$ cat config.mk
export PLATFORM = sky130hd
export DESIGN_NAME = epwa_adapter
export DESIGN_NICKNAME = d
export VERILOG_FILES = /design/src/design/epwa_pkg.sv /design/src/design/epwa_pin_sync.sv /design/src/design/epwa_adapter.sv
export SDC_FILE = /design/constraint.sdc
export NUM_CORES = 1
export LEC_CHECK = 0
export ABC_AREA = 1
export ABC_CLOCK_PERIOD_IN_PS = 1800
export BUFFER_PORTS_ARGS = -buffer_cell sky130_fd_sc_hd__buf_4
export CORE_AREA = 4 4 184 186
export CTS_CLUSTER_SIZE = 12
export DETAILED_ROUTE_END_ITERATION = 10
export DIE_AREA = 0 0 188 190
export HOLD_SLACK_MARGIN = 0.02
export PLACE_DENSITY = 0.74
export SYNTH_ARGS = -nofsm -noshare
export SYNTH_HDL_FRONTEND = slang
export SYNTH_SLANG_ARGS = --single-unit
export TNS_END_PERCENT = 20
$ cat constraint.sdc
create_clock -name sys_clk -period 1.8 [get_ports sys_clk]
set_input_delay 0.09 -clock sys_clk [delete_from_list [all_inputs] [get_ports sys_clk]]
set_output_delay 0.09 -clock sys_clk [all_outputs]
set_load 0.01 [all_outputs]
$ cat src/design/epwa_pkg.sv
package epwa_pkg;

   // Clock rate and data widths
   localparam int CLK_MHZ     = 200;
   localparam int CPU_DATA_W  = 16;
   localparam int PORT_DATA_W = 32;
   localparam int LANES       = 4;
   localparam int ADDR_LOW_W  = 4;
   localparam int ADDR_W_DEF  = 20;

   // Card strobe timing in ns
   localparam int SETUP_NS  = 10;
   localparam int STROBE_NS = 40;
   localparam int HOLD_NS   = 10;

   // Least times round up, never below one cycle
   function automatic int nsToCycCeil(input int ns);
      int c;
      c = (ns * CLK_MHZ + 999) / 1000;
      return (c < 1) ? 1 : c;
   endfunction : nsToCycCeil

   localparam int SETUP_CYC  = nsToCycCeil(SETUP_NS);
   localparam int STROBE_CYC = nsToCycCeil(STROBE_NS);
   localparam int HOLD_CYC   = nsToCycCeil(HOLD_NS);
   localparam int CNT_W      = 4;

   // Card clock toggles every this many system cycles
   localparam int CLKOUT_HALF_CYC = 1;
   localparam int DIV_W           = 4;

   // Reset and idle values
   localparam logic [LANES-1:0]       LANES_OFF_N    = 4'hF;
   localparam logic [1:0]             HALF_OFF_N     = 2'h3;
   localparam logic [PORT_DATA_W-1:0] DATA_RESET     = 32'h0000_0000;
   localparam logic [CPU_DATA_W-1:0]  CPU_DATA_RESET = 16'h0000;
   localparam logic [CPU_DATA_W-1:0]  HALF_ZERO      = 16'h0000;

   // Bit positions in the synchronised pin bundle
   localparam int SYN_IRQ    = 0;
   localparam int SYN_STAT   = 4;
   localparam int SYN_TIN    = 6;
   localparam int SYN_SRX    = 8;
   localparam int SYN_CODEC  = 10;
   localparam int SYN_READY  = 11;
   localparam int SYN_JSHARE = 12;
   localparam int SYN_JWIDE  = 13;
   localparam int SYN_W      = 14;

   typedef enum logic [4:0] {
      ST_IDLE   = 5'h01,
      ST_SETUP  = 5'h02,
      ST_STROBE = 5'h04,
      ST_HOLD   = 5'h08,
      ST_DONE   = 5'h10
   } epwa_state_e;

   // Active-low lanes of one 16-bit half within the 32-bit word
   function automatic logic [LANES-1:0] laneMaskN(input logic half, input logic [1:0] laneN);
      return half ? {laneN, HALF_OFF_N} : {HALF_OFF_N, laneN};
   endfunction : laneMaskN

endpackage : epwa_pkg

$ cat src/design/epwa_pin_sync.sv
`timescale 1ns/1ps
`default_nettype none

module epwa_pin_sync #(
   parameter int               WIDTH     = 1,
   parameter logic [WIDTH-1:0] RESET_VAL = '0
) (
   input  wire logic             sys_clk,
   input  wire logic             rstn,
   input  wire logic [WIDTH-1:0] pinIn,
   output var  logic [WIDTH-1:0] pinOut
);

   if (WIDTH < 1) begin : g_badWidth
      $error("epwa_pin_sync: WIDTH must be at least 1");
   end

   logic [WIDTH-1:0] stage1_r;
   logic [WIDTH-1:0] stage2_r;
   logic [WIDTH-1:0] stage3_r;
   wire  [WIDTH-1:0] agree;
   wire  [WIDTH-1:0] out_nxt;

   // A bit only moves once the last two stages agree
   assign agree   = ~(stage2_r ^ stage3_r);
   assign out_nxt = (stage3_r & agree) | (pinOut & ~agree);

   always_ff @(posedge sys_clk or negedge rstn) begin
      if (!rstn) begin
         stage1_r <= RESET_VAL;
         stage2_r <= RESET_VAL;
         stage3_r <= RESET_VAL;
         pinOut   <= RESET_VAL;
      end else begin
         stage1_r <= pinIn;
         stage2_r <= stage1_r;
         stage3_r <= stage2_r;
         pinOut   <= out_nxt;
      end
   end

endmodule : epwa_pin_sync

`default_nettype wire

$ cat src/design/epwa_adapter.sv
`timescale 1ns/1ps
`default_nettype none

module epwa_adapter
   import epwa_pkg::*;
#(
   parameter int ADDR_W    = epwa_pkg::ADDR_W_DEF,
   parameter bit FULL_ADDR = 1'b1
) (
   input  wire logic                             sys_clk,
   input  wire logic                             rstn,
   input  wire logic                             cpuReq,
   input  wire logic                             cpuWrite,
   input  wire logic                             cpuSpace,
   input  wire logic [ADDR_W-1:0]                cpuAddr,
   input  wire logic [epwa_pkg::CPU_DATA_W-1:0]  cpuWdata,
   input  wire logic [1:0]                       cpuLaneN,
   output var  logic                             cpuAck,
   output var  logic [epwa_pkg::CPU_DATA_W-1:0]  cpuRdata,
   input  wire logic                             cpuCardReset,
   input  wire logic [1:0]                       cpuCtrl,
   output var  logic [1:0]                       cpuStatus,
   output var  logic [epwa_pkg::LANES-1:0]       cpuIrq,
   input  wire logic [1:0]                       cpuTimerOut,
   output var  logic [1:0]                       cpuTimerIn,
   input  wire logic [1:0]                       cpuSerialTx,
   output var  logic [1:0]                       cpuSerialRx,
   input  wire logic                             jumperShareCard,
   input  wire logic                             jumperWide,
   output var  logic [epwa_pkg::ADDR_LOW_W-1:0]  portAddrLow,
   output var  logic [ADDR_W-5:0]                portAddrHigh,
   output var  logic [epwa_pkg::PORT_DATA_W-1:0] portDataOut,
   output var  logic                             portDataOe,
   input  wire logic [epwa_pkg::PORT_DATA_W-1:0] portDataIn,
   output var  logic [epwa_pkg::LANES-1:0]       portByteLaneN,
   output var  logic                             portSelectPrimaryN,
   output var  logic                             portSelectSecondaryN,
   output var  logic                             portOutEnableN,
   output var  logic                             portReadStrobeN,
   output var  logic                             portWriteStrobeN,
   input  wire logic                             portReadyIn,
   input  wire logic                             cardIrqFirst,
   input  wire logic                             cardIrqSecond,
   input  wire logic                             cardIrqThird,
   input  wire logic                             cardIrqFourth,
   output var  logic                             cardResetN,
   output var  logic                             cardControlFirst,
   output var  logic                             cardControlSecond,
   input  wire logic                             cardStatusFirst,
   input  wire logic                             cardStatusSecond,
   output var  logic                             cardClockOut,
   input  wire logic                             timerInFirst,
   input  wire logic                             timerInSecond,
   output var  logic                             timerOutFirst,
   output var  logic                             timerOutSecond,
   input  wire logic                             serialRxDataFirst,
   input  wire logic                             serialRxDataSecond,
   output var  logic                             serialTxDataFirst,
   output var  logic                             serialTxDataSecond,
   output var  logic                             serialTxDataSecondOe,
   input  wire logic                             codecRx,
   output var  logic                             codecTx
);

   if (ADDR_W < 5 || STROBE_CYC >= (1 << CNT_W)
       || CLKOUT_HALF_CYC >= (1 << DIV_W)) begin : g_badParams
      $error("epwa_adapter: parameters out of range");
   end

   // Pin inputs, all through the three-stage filter
   wire [SYN_W-1:0]       syncIn;
   wire [SYN_W-1:0]       syncOut;
   wire [PORT_DATA_W-1:0] capData;

   assign syncIn = {jumperWide, jumperShareCard, portReadyIn, codecRx,
                    serialRxDataSecond, serialRxDataFirst, timerInSecond, timerInFirst,
                    cardStatusSecond, cardStatusFirst,
                    cardIrqFourth, cardIrqThird, cardIrqSecond, cardIrqFirst};

   epwa_pin_sync #(.WIDTH(SYN_W), .RESET_VAL('0)) pinSync (
      .sys_clk (sys_clk),
      .rstn    (rstn),
      .pinIn   (syncIn),
      .pinOut  (syncOut)
   );

   epwa_pin_sync #(.WIDTH(PORT_DATA_W), .RESET_VAL(DATA_RESET)) dataSync (
      .sys_clk (sys_clk),
      .rstn    (rstn),
      .pinIn   (portDataIn),
      .pinOut  (capData)
   );

   wire shareCard = syncOut[SYN_JSHARE];
   wire wideOn    = syncOut[SYN_JWIDE];
   wire readyOk   = syncOut[SYN_READY];

   assign cpuIrq     = syncOut[SYN_IRQ +: 4];
   assign cpuStatus  = syncOut[SYN_STAT +: 2];
   assign cpuTimerIn = syncOut[SYN_TIN +: 2];

   epwa_state_e state_r;
   epwa_state_e state_nxt;
   logic [CNT_W-1:0]       cnt_r, cnt_nxt;
   logic                   accWrite_r, accWrite_nxt;
   logic                   accFlush_r, accFlush_nxt;
   logic                   accSpace_r, accSpace_nxt;
   logic                   accWide_r, accWide_nxt;
   logic                   accHalf_r, accHalf_nxt;
   logic [ADDR_W-1:0]      accAddr_r, accAddr_nxt;
   logic [PORT_DATA_W-1:0] accData_r, accData_nxt;
   logic [LANES-1:0]       accLanesN_r, accLanesN_nxt;
   logic                   holdValid_r, holdValid_nxt;
   logic                   holdSpace_r, holdSpace_nxt;
   logic [ADDR_W-2:0]      holdAddr_r, holdAddr_nxt;
   logic [PORT_DATA_W-1:0] holdData_r, holdData_nxt;
   logic                   pend_r, pend_nxt;
   logic                   pendSpace_r, pendSpace_nxt;
   logic [ADDR_W-2:0]      pendAddr_r, pendAddr_nxt;
   logic [PORT_DATA_W-1:0] pendData_r, pendData_nxt;
   logic [LANES-1:0]       pendLanesN_r, pendLanesN_nxt;
   logic [CPU_DATA_W-1:0]  rdata_nxt;
   logic                   ack_nxt;
   logic [DIV_W-1:0]       div_r;

   // Request decode
   wire [ADDR_W-2:0]      wordAddr   = cpuAddr[ADDR_W-1:1];
   wire                   half       = cpuAddr[0];
   wire [ADDR_W-1:0]      wideAddr   = {1'b0, wordAddr};
   wire [ADDR_W-1:0]      pendAddrW  = {1'b0, pendAddr_r};
   wire                   holdHit    = holdValid_r && holdSpace_r == cpuSpace
                                       && holdAddr_r == wordAddr;
   wire                   pendHit    = pend_r && pendSpace_r == cpuSpace
                                       && pendAddr_r == wordAddr;
   wire [LANES-1:0]       newLanesN  = laneMaskN(half, cpuLaneN);
   wire [PORT_DATA_W-1:0] newData    = half ? {cpuWdata, HALF_ZERO} : {HALF_ZERO, cpuWdata};
   wire [PORT_DATA_W-1:0] newMask    = {{8{~newLanesN[3]}}, {8{~newLanesN[2]}},
                                        {8{~newLanesN[1]}}, {8{~newLanesN[0]}}};
   wire [PORT_DATA_W-1:0] mergedData = (newData & newMask) | (pendData_r & ~newMask);
   wire [LANES-1:0]       mergedLanN = pendLanesN_r & newLanesN;
   wire [CPU_DATA_W-1:0]  holdHalf   = half ? holdData_r[31:16] : holdData_r[15:0];
   wire [CPU_DATA_W-1:0]  capHalf    = (accWide_r && accHalf_r) ? capData[31:16]
                                                                 : capData[15:0];

   always_comb begin
      state_nxt      = state_r;
      cnt_nxt        = cnt_r;
      accWrite_nxt   = accWrite_r;
      accFlush_nxt   = accFlush_r;
      accSpace_nxt   = accSpace_r;
      accWide_nxt    = accWide_r;
      accHalf_nxt    = accHalf_r;
      accAddr_nxt    = accAddr_r;
      accData_nxt    = accData_r;
      accLanesN_nxt  = accLanesN_r;
      holdValid_nxt  = holdValid_r;
      holdSpace_nxt  = holdSpace_r;
      holdAddr_nxt   = holdAddr_r;
      holdData_nxt   = holdData_r;
      pend_nxt       = pend_r;
      pendSpace_nxt  = pendSpace_r;
      pendAddr_nxt   = pendAddr_r;
      pendData_nxt   = pendData_r;
      pendLanesN_nxt = pendLanesN_r;
      rdata_nxt      = cpuRdata;
      ack_nxt        = 1'b0;
      case (state_r)
         ST_IDLE: begin
            if (cpuReq) begin
               state_nxt    = ST_SETUP;
               cnt_nxt      = CNT_W'(SETUP_CYC - 1);
               accFlush_nxt = 1'b0;
               accWrite_nxt = cpuWrite;
               accSpace_nxt = cpuSpace;
               accWide_nxt  = wideOn;
               accHalf_nxt  = half;
               if (cpuWrite || !wideOn) begin
                  holdValid_nxt = 1'b0;
               end
               if (!wideOn) begin
                  accAddr_nxt   = cpuAddr;
                  accData_nxt   = {HALF_ZERO, cpuWdata};
                  accLanesN_nxt = {HALF_OFF_N, cpuLaneN};
               end else if (!cpuWrite && holdHit) begin
                  state_nxt = ST_DONE;
                  rdata_nxt = holdHalf;
                  ack_nxt   = 1'b1;
               end else if (cpuWrite && pendHit) begin
                  accAddr_nxt   = wideAddr;
                  accData_nxt   = mergedData;
                  accLanesN_nxt = mergedLanN;
               end else if (pend_r) begin
                  // Held half must reach the card before any other card access in wide mode
                  accFlush_nxt  = 1'b1;
                  accWrite_nxt  = 1'b1;
                  accSpace_nxt  = pendSpace_r;
                  accAddr_nxt   = pendAddrW;
                  accData_nxt   = pendData_r;
                  accLanesN_nxt = pendLanesN_r;
               end else if (cpuWrite) begin
                  state_nxt      = ST_DONE;
                  ack_nxt        = 1'b1;
                  pend_nxt       = 1'b1;
                  pendSpace_nxt  = cpuSpace;
                  pendAddr_nxt   = wordAddr;
                  pendData_nxt   = newData;
                  pendLanesN_nxt = newLanesN;
               end else begin
                  accAddr_nxt   = wideAddr;
                  accLanesN_nxt = '0;
               end
            end
         end
         ST_SETUP: begin
            if (cnt_r == '0) begin
               state_nxt = ST_STROBE;
               cnt_nxt   = CNT_W'(STROBE_CYC - 1);
            end else begin
               cnt_nxt = cnt_r - 1'b1;
            end
         end
         ST_STROBE: begin
            if (cnt_r != '0) begin
               cnt_nxt = cnt_r - 1'b1;
            end else if (readyOk) begin
               state_nxt = ST_HOLD;
               cnt_nxt   = CNT_W'(HOLD_CYC - 1);
               if (!accWrite_r) begin
                  rdata_nxt     = capHalf;
                  holdData_nxt  = capData;
                  holdValid_nxt = accWide_r;
                  holdSpace_nxt = accSpace_r;
                  holdAddr_nxt  = accAddr_r[ADDR_W-2:0];
               end
            end
         end
         ST_HOLD: begin
            if (cnt_r != '0) begin
               cnt_nxt = cnt_r - 1'b1;
            end else begin
               state_nxt = accFlush_r ? ST_IDLE : ST_DONE;
               ack_nxt   = !accFlush_r;
               if (accWrite_r) begin
                  pend_nxt = 1'b0;
               end
            end
         end
         ST_DONE: begin
            state_nxt = ST_IDLE;
         end
         default: begin
            state_nxt = ST_IDLE;
         end
      endcase
   end

   wire              active     = state_nxt == ST_SETUP || state_nxt == ST_STROBE
                                  || state_nxt == ST_HOLD;
   wire              strobing   = state_nxt == ST_STROBE;
   wire [LANES-1:0]  lanesN_nxt = active ? accLanesN_nxt : LANES_OFF_N;
   wire [ADDR_W-5:0] addrHi_nxt = FULL_ADDR ? accAddr_nxt[ADDR_W-1:4] : '0;

   always_ff @(posedge sys_clk or negedge rstn) begin
      if (!rstn) begin
         state_r      <= ST_IDLE;
         cnt_r        <= '0;
         accWrite_r   <= 1'b0;
         accFlush_r   <= 1'b0;
         accSpace_r   <= 1'b0;
         accWide_r    <= 1'b0;
         accHalf_r    <= 1'b0;
         accAddr_r    <= '0;
         accData_r    <= DATA_RESET;
         accLanesN_r  <= LANES_OFF_N;
         holdSpace_r  <= 1'b0;
         holdAddr_r   <= '0;
         holdData_r   <= DATA_RESET;
         pendSpace_r  <= 1'b0;
         pendAddr_r   <= '0;
         pendData_r   <= DATA_RESET;
         pendLanesN_r <= LANES_OFF_N;
      end else begin
         state_r      <= state_nxt;
         cnt_r        <= cnt_nxt;
         accWrite_r   <= accWrite_nxt;
         accFlush_r   <= accFlush_nxt;
         accSpace_r   <= accSpace_nxt;
         accWide_r    <= accWide_nxt;
         accHalf_r    <= accHalf_nxt;
         accAddr_r    <= accAddr_nxt;
         accData_r    <= accData_nxt;
         accLanesN_r  <= accLanesN_nxt;
         holdSpace_r  <= holdSpace_nxt;
         holdAddr_r   <= holdAddr_nxt;
         holdData_r   <= holdData_nxt;
         pendSpace_r  <= pendSpace_nxt;
         pendAddr_r   <= pendAddr_nxt;
         pendData_r   <= pendData_nxt;
         pendLanesN_r <= pendLanesN_nxt;
      end
   end

   always_ff @(posedge sys_clk or negedge rstn) begin
      if (!rstn) begin
         holdValid_r <= 1'b0;
         pend_r      <= 1'b0;
         cpuAck      <= 1'b0;
         cpuRdata    <= CPU_DATA_RESET;
      end else begin
         holdValid_r <= holdValid_nxt;
         pend_r      <= pend_nxt;
         cpuAck      <= ack_nxt;
         cpuRdata    <= rdata_nxt;
      end
   end

   always_ff @(posedge sys_clk or negedge rstn) begin
      if (!rstn) begin
         portAddrLow          <= '0;
         portAddrHigh         <= '0;
         portDataOut          <= DATA_RESET;
         portDataOe           <= 1'b0;
         portByteLaneN        <= LANES_OFF_N;
         portSelectPrimaryN   <= 1'b1;
         portSelectSecondaryN <= 1'b1;
         portOutEnableN       <= 1'b1;
         portReadStrobeN      <= 1'b1;
         portWriteStrobeN     <= 1'b1;
      end else begin
         portAddrLow          <= accAddr_nxt[ADDR_LOW_W-1:0];
         portAddrHigh         <= addrHi_nxt;
         portDataOut          <= accData_nxt;
         portDataOe           <= active && accWrite_nxt;
         portByteLaneN        <= lanesN_nxt;
         portSelectPrimaryN   <= !(active && !accSpace_nxt);
         portSelectSecondaryN <= !(active && accSpace_nxt);
         portOutEnableN       <= !(active && !accWrite_nxt);
         portReadStrobeN      <= !(strobing && !accWrite_nxt);
         portWriteStrobeN     <= !(strobing && accWrite_nxt);
      end
   end

   // Peripheral routing, one cycle of register delay each way
   always_ff @(posedge sys_clk or negedge rstn) begin
      if (!rstn) begin
         serialTxDataFirst    <= 1'b1;
         serialTxDataSecond   <= 1'b1;
         serialTxDataSecondOe <= 1'b0;
         codecTx              <= 1'b1;
         cpuSerialRx          <= 2'h3;
         timerOutFirst        <= 1'b0;
         timerOutSecond       <= 1'b0;
         cardControlFirst     <= 1'b0;
         cardControlSecond    <= 1'b0;
      end else begin
         serialTxDataFirst    <= cpuSerialTx[0];
         serialTxDataSecond   <= cpuSerialTx[1];
         serialTxDataSecondOe <= shareCard;
         codecTx              <= shareCard ? 1'b1 : cpuSerialTx[1];
         cpuSerialRx          <= {shareCard ? syncOut[SYN_SRX + 1] : syncOut[SYN_CODEC],
                                  syncOut[SYN_SRX]};
         timerOutFirst        <= cpuTimerOut[0];
         timerOutSecond       <= cpuTimerOut[1];
         cardControlFirst     <= cpuCtrl[0];
         cardControlSecond    <= cpuCtrl[1];
      end
   end

   always_ff @(posedge sys_clk or negedge rstn) begin
      if (!rstn) begin
         cardResetN <= 1'b0;
      end else begin
         cardResetN <= !cpuCardReset;
      end
   end

   // Card clock from a plain divider, no glitch since it is a flop
   always_ff @(posedge sys_clk or negedge rstn) begin
      if (!rstn) begin
         div_r        <= '0;
         cardClockOut <= 1'b0;
      end else if (div_r == DIV_W'(CLKOUT_HALF_CYC - 1)) begin
         div_r        <= '0;
         cardClockOut <= !cardClockOut;
      end else begin
         div_r <= div_r + 1'b1;
      end
   end

endmodule : epwa_adapter

`default_nettype wire

# [After elaboration in Yosys (flattened, before gate mapping)]
# Cells that the tools add are included.
[totals] reg_bits=427 latch_bits=0 mem_bits_rw=0 romBits=0 inputBits=96 output_inout_bits=99 word_cells=235 n_memories=0
[op_classes] add_sub_neg=2 mul=0 div=0 n_lt_le_gt_ge=0 n_eq_ne=26 shifts=0 n_mux=89 n_bitwise=26 n_reduce_logical=42
[op_table] cell="32-bit 2-to-1 mux" n=5
[op_table] cell="20-bit 2-to-1 mux" n=7
[op_table] cell="32-bit bitwise AND" n=4
[op_table] cell="16-bit 2-to-1 mux" n=8
[op_table] cell="32-bit NOT" n=3
[op_table] cell="32-bit OR" n=2
[op_table] cell="4-bit 2-to-1 mux" n=15
[op_table] cell="5-bit 2-to-1 mux" n=11
[op_table] cell="19-bit == test" n=2
[op_table] cell="1-bit 2-to-1 mux" n=37
[op_table] cell="16-bit case mux with 2 select lines" n=1
[op_table] cell="32-bit bitwise XOR" n=1
[op_table] cell="14-bit bitwise AND" n=2
[op_table] cell="14-bit NOT" n=2
[op_table] cell="2-bit inequality test, second input constant" n=11
[op_table] cell="7-bit AND reduction" n=3
[op_table] cell="5-bit case mux with 4 select lines" n=1
[op_table] cell="4-bit case mux with 4 select lines" n=1
[op_table] cell="14-bit OR" n=1
[op_table] cell="14-bit bitwise XOR" n=1
[op_table] cell="1-bit logical AND" n=13
[op_table] cell="1-bit logical NOT" n=12
[op_table] cell="4-bit AND reduction" n=3
[op_table] cell="5-bit by 2-bit == test with 1-bit output, second input constant" n=2
[op_table] cell="18 further kinds" n=37

# [Logic depth before layout (Yosys ltp)]
[depth] word_depth=14 ltp_mapped=13 mapped_depth_nobuf=12

# [Cells and area by module]
# From an unflattened synthesis, not the netlist that was laid out.
[unflattened] cells_unflattened=1819 hier_area_um2=16777.3
[by_module_without_submodules] module="epwa_adapter" n_inst=1 cells_each=1451 area_per_inst_um2=11424.7 seq_area_each_um2=5609.1
[by_module_without_submodules] module="epwa_pin_sync (dataSync)" n_inst=1 cells_each=256 area_per_inst_um2=3723.6 seq_area_each_um2=3203.1
[by_module_without_submodules] module="epwa_pin_sync (pinSync)" n_inst=1 cells_each=112 area_per_inst_um2=1629.1 seq_area_each_um2=1401.3

# [Worst setup path before layout]
# Ideal clock, no wire load.
[synth_path] kind="register to register" startpoint="reg cnt_r[0]" endpoint="reg holdAddr_r[15]" setup_ns=0.077 t_arrival_ns=1.698 required_time_ns=1.723 slack_ns=0.025 stages_incl_launch_ff=12 path_buffers=3 path_cell_list="dfrtp_1 > inv_1 > ha_1 > nand3_2 > nor2_1 > inv_1 > nor2_1 > nand2_1 > buf_2 > buf_2 > buf_2 > a21oi_1"
[synth_between] elab_chain_len=3
[synth_lines] item="from (decl)" line="epwa_adapter.sv:104" rtl="logic [CNT_W-1:0] cnt_r, cnt_nxt;"
[synth_lines] item="from (signal assigned)" line="epwa_adapter.sv:284" rtl="cnt_r <= cnt_nxt;"
[synth_lines] item="4-bit nonzero test" line="epwa_adapter.sv:223" rtl="if (cnt_r != '0) begin"
[synth_lines] item="1-bit NOT (no source line)"
[synth_lines] item="4-bit AND reduction (no source line)"
[synth_lines] item="to (signal assigned)" line="epwa_adapter.sv:294" rtl="holdAddr_r <= holdAddr_nxt;"
[synth_lines] item="to (decl)" line="epwa_adapter.sv:115" rtl="logic [ADDR_W-2:0] holdAddr_r, holdAddr_nxt;"
# No other way between the ends.
# A chain may end at the register's enable or synchronous reset.

# [Worst setup path after layout]
[layout_path] startpoint="reg holdAddr_r[1]" endpoint="reg portDataOut[10] in the netlist's numbering"
[layout_between] elab_chain_len=5
[layout_lines] item="19-bit == test" line="epwa_adapter.sv:132" rtl="&& holdAddr_r == wordAddr;"
[layout_lines] item="1-bit logical AND" line="epwa_adapter.sv:132"
[layout_lines] item="1-bit logical AND" line="epwa_adapter.sv:184" rtl="end else if (!cpuWrite && holdHit) begin"
[layout_lines] item="2-bit inequality test (no source line)"
[layout_lines] item="4-bit AND reduction (no source line)"
[layout_lines] item="to (signal assigned)" line="epwa_adapter.sv:332" rtl="portDataOut <= accData_nxt;"
[layout_lines] item="to (decl)" line="epwa_adapter.sv:32" rtl="output var logic [epwa_pkg::PORT_DATA_W-1:0] portDataOut,"
# No other way between the ends.

==> results.cfg <==
[grt]
grt_max_degree = 78
grt_overflow = 0
grt_pass1_wl_mm = 70.4
grt_util_all_layers_pct = 24.2
grt_antenna_before_repair = 2
grt_pass1_vias = 13400

[critical_path]
path_common_cell = nand2_1
end_kind = flop
start_kind = flop
path_max_fanout = 16
critPathTopFamily = simple AND/OR/NAND/NOR gates
path_cells = inv_1 > nand2_1 > nand2_1 > nor2_2 > nand2_2 > nor2_4 > nand4_1 > nand2_2 > a21oi_4 > buf_12 > buf_12 > nand3_1 > nand2_1
critPathMaxStageDelay_ps = 410
arrival_ps = 2430
required_ps = 2220
path_class = reg -> reg
crit_slowest_cell = dfrtp_1
cp.buffers_inverters = 3

[clock_network]
cts.htree.levels = 2
cts_root_buf = clkbuf_16
clock_latency_ps = 540
clk_path_buf_depth = 3
clock-sinks = 407
cts_tree = yes
clkTransAtPathRegs_ps = 60
cts_made_buffers = 43

[power_and_ir_drop]
swShare_pct = 32.8
clkPwrFrac_pct = 29.1
combPwrFrac_pct = 29.3
p_per_area_nw_per_um2 = 1310
power_mw = 29.0
ir_worst_vdd_uv = 1040
p_int_mw = 19.5
p_seq_share_pct = 41.6
switching_power_mw = 9.49
cellLeakagePower_nw = 10.8

[timing]
post-route-min-period_ps = 2000
fin_crit_sh_pct = 111
rsz0062_at_grt = true
relSlewSlack_pct = 56.1
drv_slew = 0
timing.fmax_mhz = 499
fin_ws_ps = -203
hold_viol_final = 0
max_slew.worst_pin.slew_ps = 659
fin_skew_ps = 13.4
whs_ps = 41.3
finalSetupViolations = 82

[layout]
multi_input_area_um2 = 5730
n_fill_cell = 2377
drive_gt1_share_pct = 26.3
area_growth_pct = 34.6
layout.nets = 2184
regArea_um2 = 10200
stdcell_area_um2 = 22200

[yosys]
netlist_instances = 1713
synth-seq-cells = 407
synthArstFlopShare_pct = 100
synth_top_flop_cell = dfrtp_1
yosysSeqAreaShare_pct = 61.9
syn_area_per_cell_um2 = 9.62
syn_nets = 1812
synth_edf_count = 0
syn-cell-area_um2 = 16500
ys_warn_count = 0
yosysUniqueCellTypes = 40

[place]
hpwl_mm = 28.3
place_area_um2 = 19000
port_buffers = 194
gp_congestion = 0.930

[floorplanning]
die_area_um2 = 35700
die_height_um = 190
core_area_um2 = 32300
rows = 66
start_util_pct = 51.1
io-pin-count = 195
die_w_um = 188

[run]
max_cap_viol_count = 0

[detailed_routing]
wl_mm = 45.3
drc = 0
ant_nets = 0
firstDrtPassIters = 5
vias = 13400
drt-wirelength-per-cell_um = 17.7
avgViaCountPerCell = 5.24
drtIter0Drc = 1091

[run_status]
violations = negative setup slack
status = finished with violations

[min_path]
min-delay-path-class = in -> async
per-stage QoR:
step                utilization, %  std cells  setup TNS [ps]  setup WS (ps)
floorplan                        -       1713               0           25.1
global placement              59.0       2366           -1720          -61.8
detailed placement            59.0       2366           -7260           -114
CTS                           67.1       2544           -1820          -70.8
global route                  68.7       2557          -23770           -289
finish                        68.7       2557           -9950           -203
cell families after synthesis:
logic type	count (synthesis)	share of synthesized area [%]
simple gates	735	18.4
buf+inv	248	6.28
fa+ha+maj	49	3.02
xor+xnor	11	0.584
compound gates	243	8.52
mux	20	1.24
flops	407	61.9
layout by cell type, fill, tap and decap left out, types with 6 or more instances in the layout:
| cell | Yosys | layout |
|---|---|---|
| nand2_1 | 456 | 397 |
| dfrtp_1 | 384 | 383 |
| buf_4 | 10 | 281 |
| inv_1 | 146 | 140 |
| o21ai_0 | 126 | 123 |
| nor2_1 | 131 | 119 |
| nand3_1 | 109 | 99 |
| dlygate4sd3_1 | 0 | 93 |
| clkbuf_16 | 0 | 47 |
| maj3_1 | 46 | 46 |
| nand2_2 | 0 | 44 |
| a21oi_1 | 34 | 34 |
| o31ai_1 | 34 | 25 |
| dfstp_2 | 23 | 23 |
| inv_2 | 17 | 21 |
| o211ai_1 | 19 | 19 |
| buf_12 | 0 | 18 |
| o21ai_2 | 8 | 15 |
| nand2_4 | 0 | 15 |
| nand4_1 | 14 | 14 |
| clkbuf_1 | 36 | 13 |
| mux2i_1 | 16 | 12 |
| nor2_4 | 2 | 11 |
| o21ai_1 | 14 | 10 |
| nand3_2 | 2 | 9 |
| nor2_2 | 6 | 9 |
| o31ai_2 | 0 | 9 |
| clkbuf_8 | 0 | 7 |
| buf_6 | 5 | 7 |
| nor3_1 | 8 | 6 |
final timing paths:
check                                      start                    end  slack [ps]  cells past startpoint
setup / recovery                   holdAddr_r[1]        portDataOut[10]        -200                     13
hold / removal                              rstn           cardClockOut          40                      2
setup reg to reg                   holdAddr_r[1]        portDataOut[10]        -200                     13
hold reg to reg            dataSync.stage1_r[12]  dataSync.stage2_r[12]         350                      0
max in group asynchronous                   rstn                codecTx        1010                      3
min in group sys_clk                      cpuReq         portAddrLow[1]          50                      4
synthesized netlist by cell type, types with 14 or more instances:
library cell / n / share of area, %
inv_2: 17 / 0.39
a21oi_1: 34 / 1.0
o21ai_1: 14 / 0.42
maj3_1: 46 / 2.8
dfrtp_1: 384 / 58
nand3_1: 109 / 3.3
o31ai_1: 34 / 1.5
nor2_1: 131 / 3.0
nand2_1: 456 / 10
buf_2: 24 / 0.73
o21ai_0: 126 / 3.8
clkbuf_1: 36 / 0.82
inv_1: 146 / 3.3
nand4_1: 14 / 0.53
o211ai_1: 19 / 0.87
mux2i_1: 16 / 0.97
dfstp_2: 23 / 3.7
power by group through the flow:
| stage | combinational, mW | sequential (mW) | clock, mW |
|---|---|---|---|
| global placement | 6.84 | 12.0 | 0 |
| detailed placement | 7.05 | 12.1 | 0 |
| finish | 8.48 | 12.1 | 8.42 |
| floorplan | 3.73 | 12.1 | 0 |
| CTS | 7.72 | 11.9 | 8.58 |
| global route | 9.27 | 12.2 | 8.99 |
routing by layer:
| layer | GRT usage, % | vias to the layer above | part of all wire, % |
|---|---|---|---|
| met3 | 4.79 | 107 | 6.5 |
| li1 | - | 6258 | - |
| met1 | 33.5 | 6512 | 42 |
| met4 | 7.71 | 2 | 3.2 |
| met5 | 0 | - | 0.018 |
| met2 | 39.1 | 509 | 48 |
cell type report:
| type | instances | share of cell area, % |
|---|---|---|
| Sequential cell | 407 | 46.0 |
| Tap cell | 442 | 2.49 |
| Multi-Input combinational cell | 1058 | 25.8 |
| Antenna cell | 1 | 0.0113 |
| Clock buffer | 63 | 5.50 |
| Timing Repair Buffer | 408 | 16.7 |
| Clock inverter | 11 | 0.553 |
| Inverter | 167 | 2.86 |
worst reg2reg max path, cell delays in order (launching register included):
cell,delay (ps)
dfrtp_1,410
inv_1,70
nand2_1,90
nand2_1,70
nor2_2,110
nand2_2,80
nor2_4,140
nand4_1,210
nand2_2,160
a21oi_4,70
buf_12,170
buf_12,150
nand3_1,70
nand2_1,70
what timing repair did:
| item | in CTS | in global routing |
|---|---|---|
| resized for setup | 47 | 110 |
| pin swaps | 13 | 39 |
| endpoints found under the hold margin | 533 | 0 |
| setup endpoints to repair | 161 | 193 |
| gates cloned | 4 | 4 |
| buffers inserted | 7 | 8 |
| hold buffers | 93 | 0 |
Note: power is estimated with default switching activity, not from simulation.
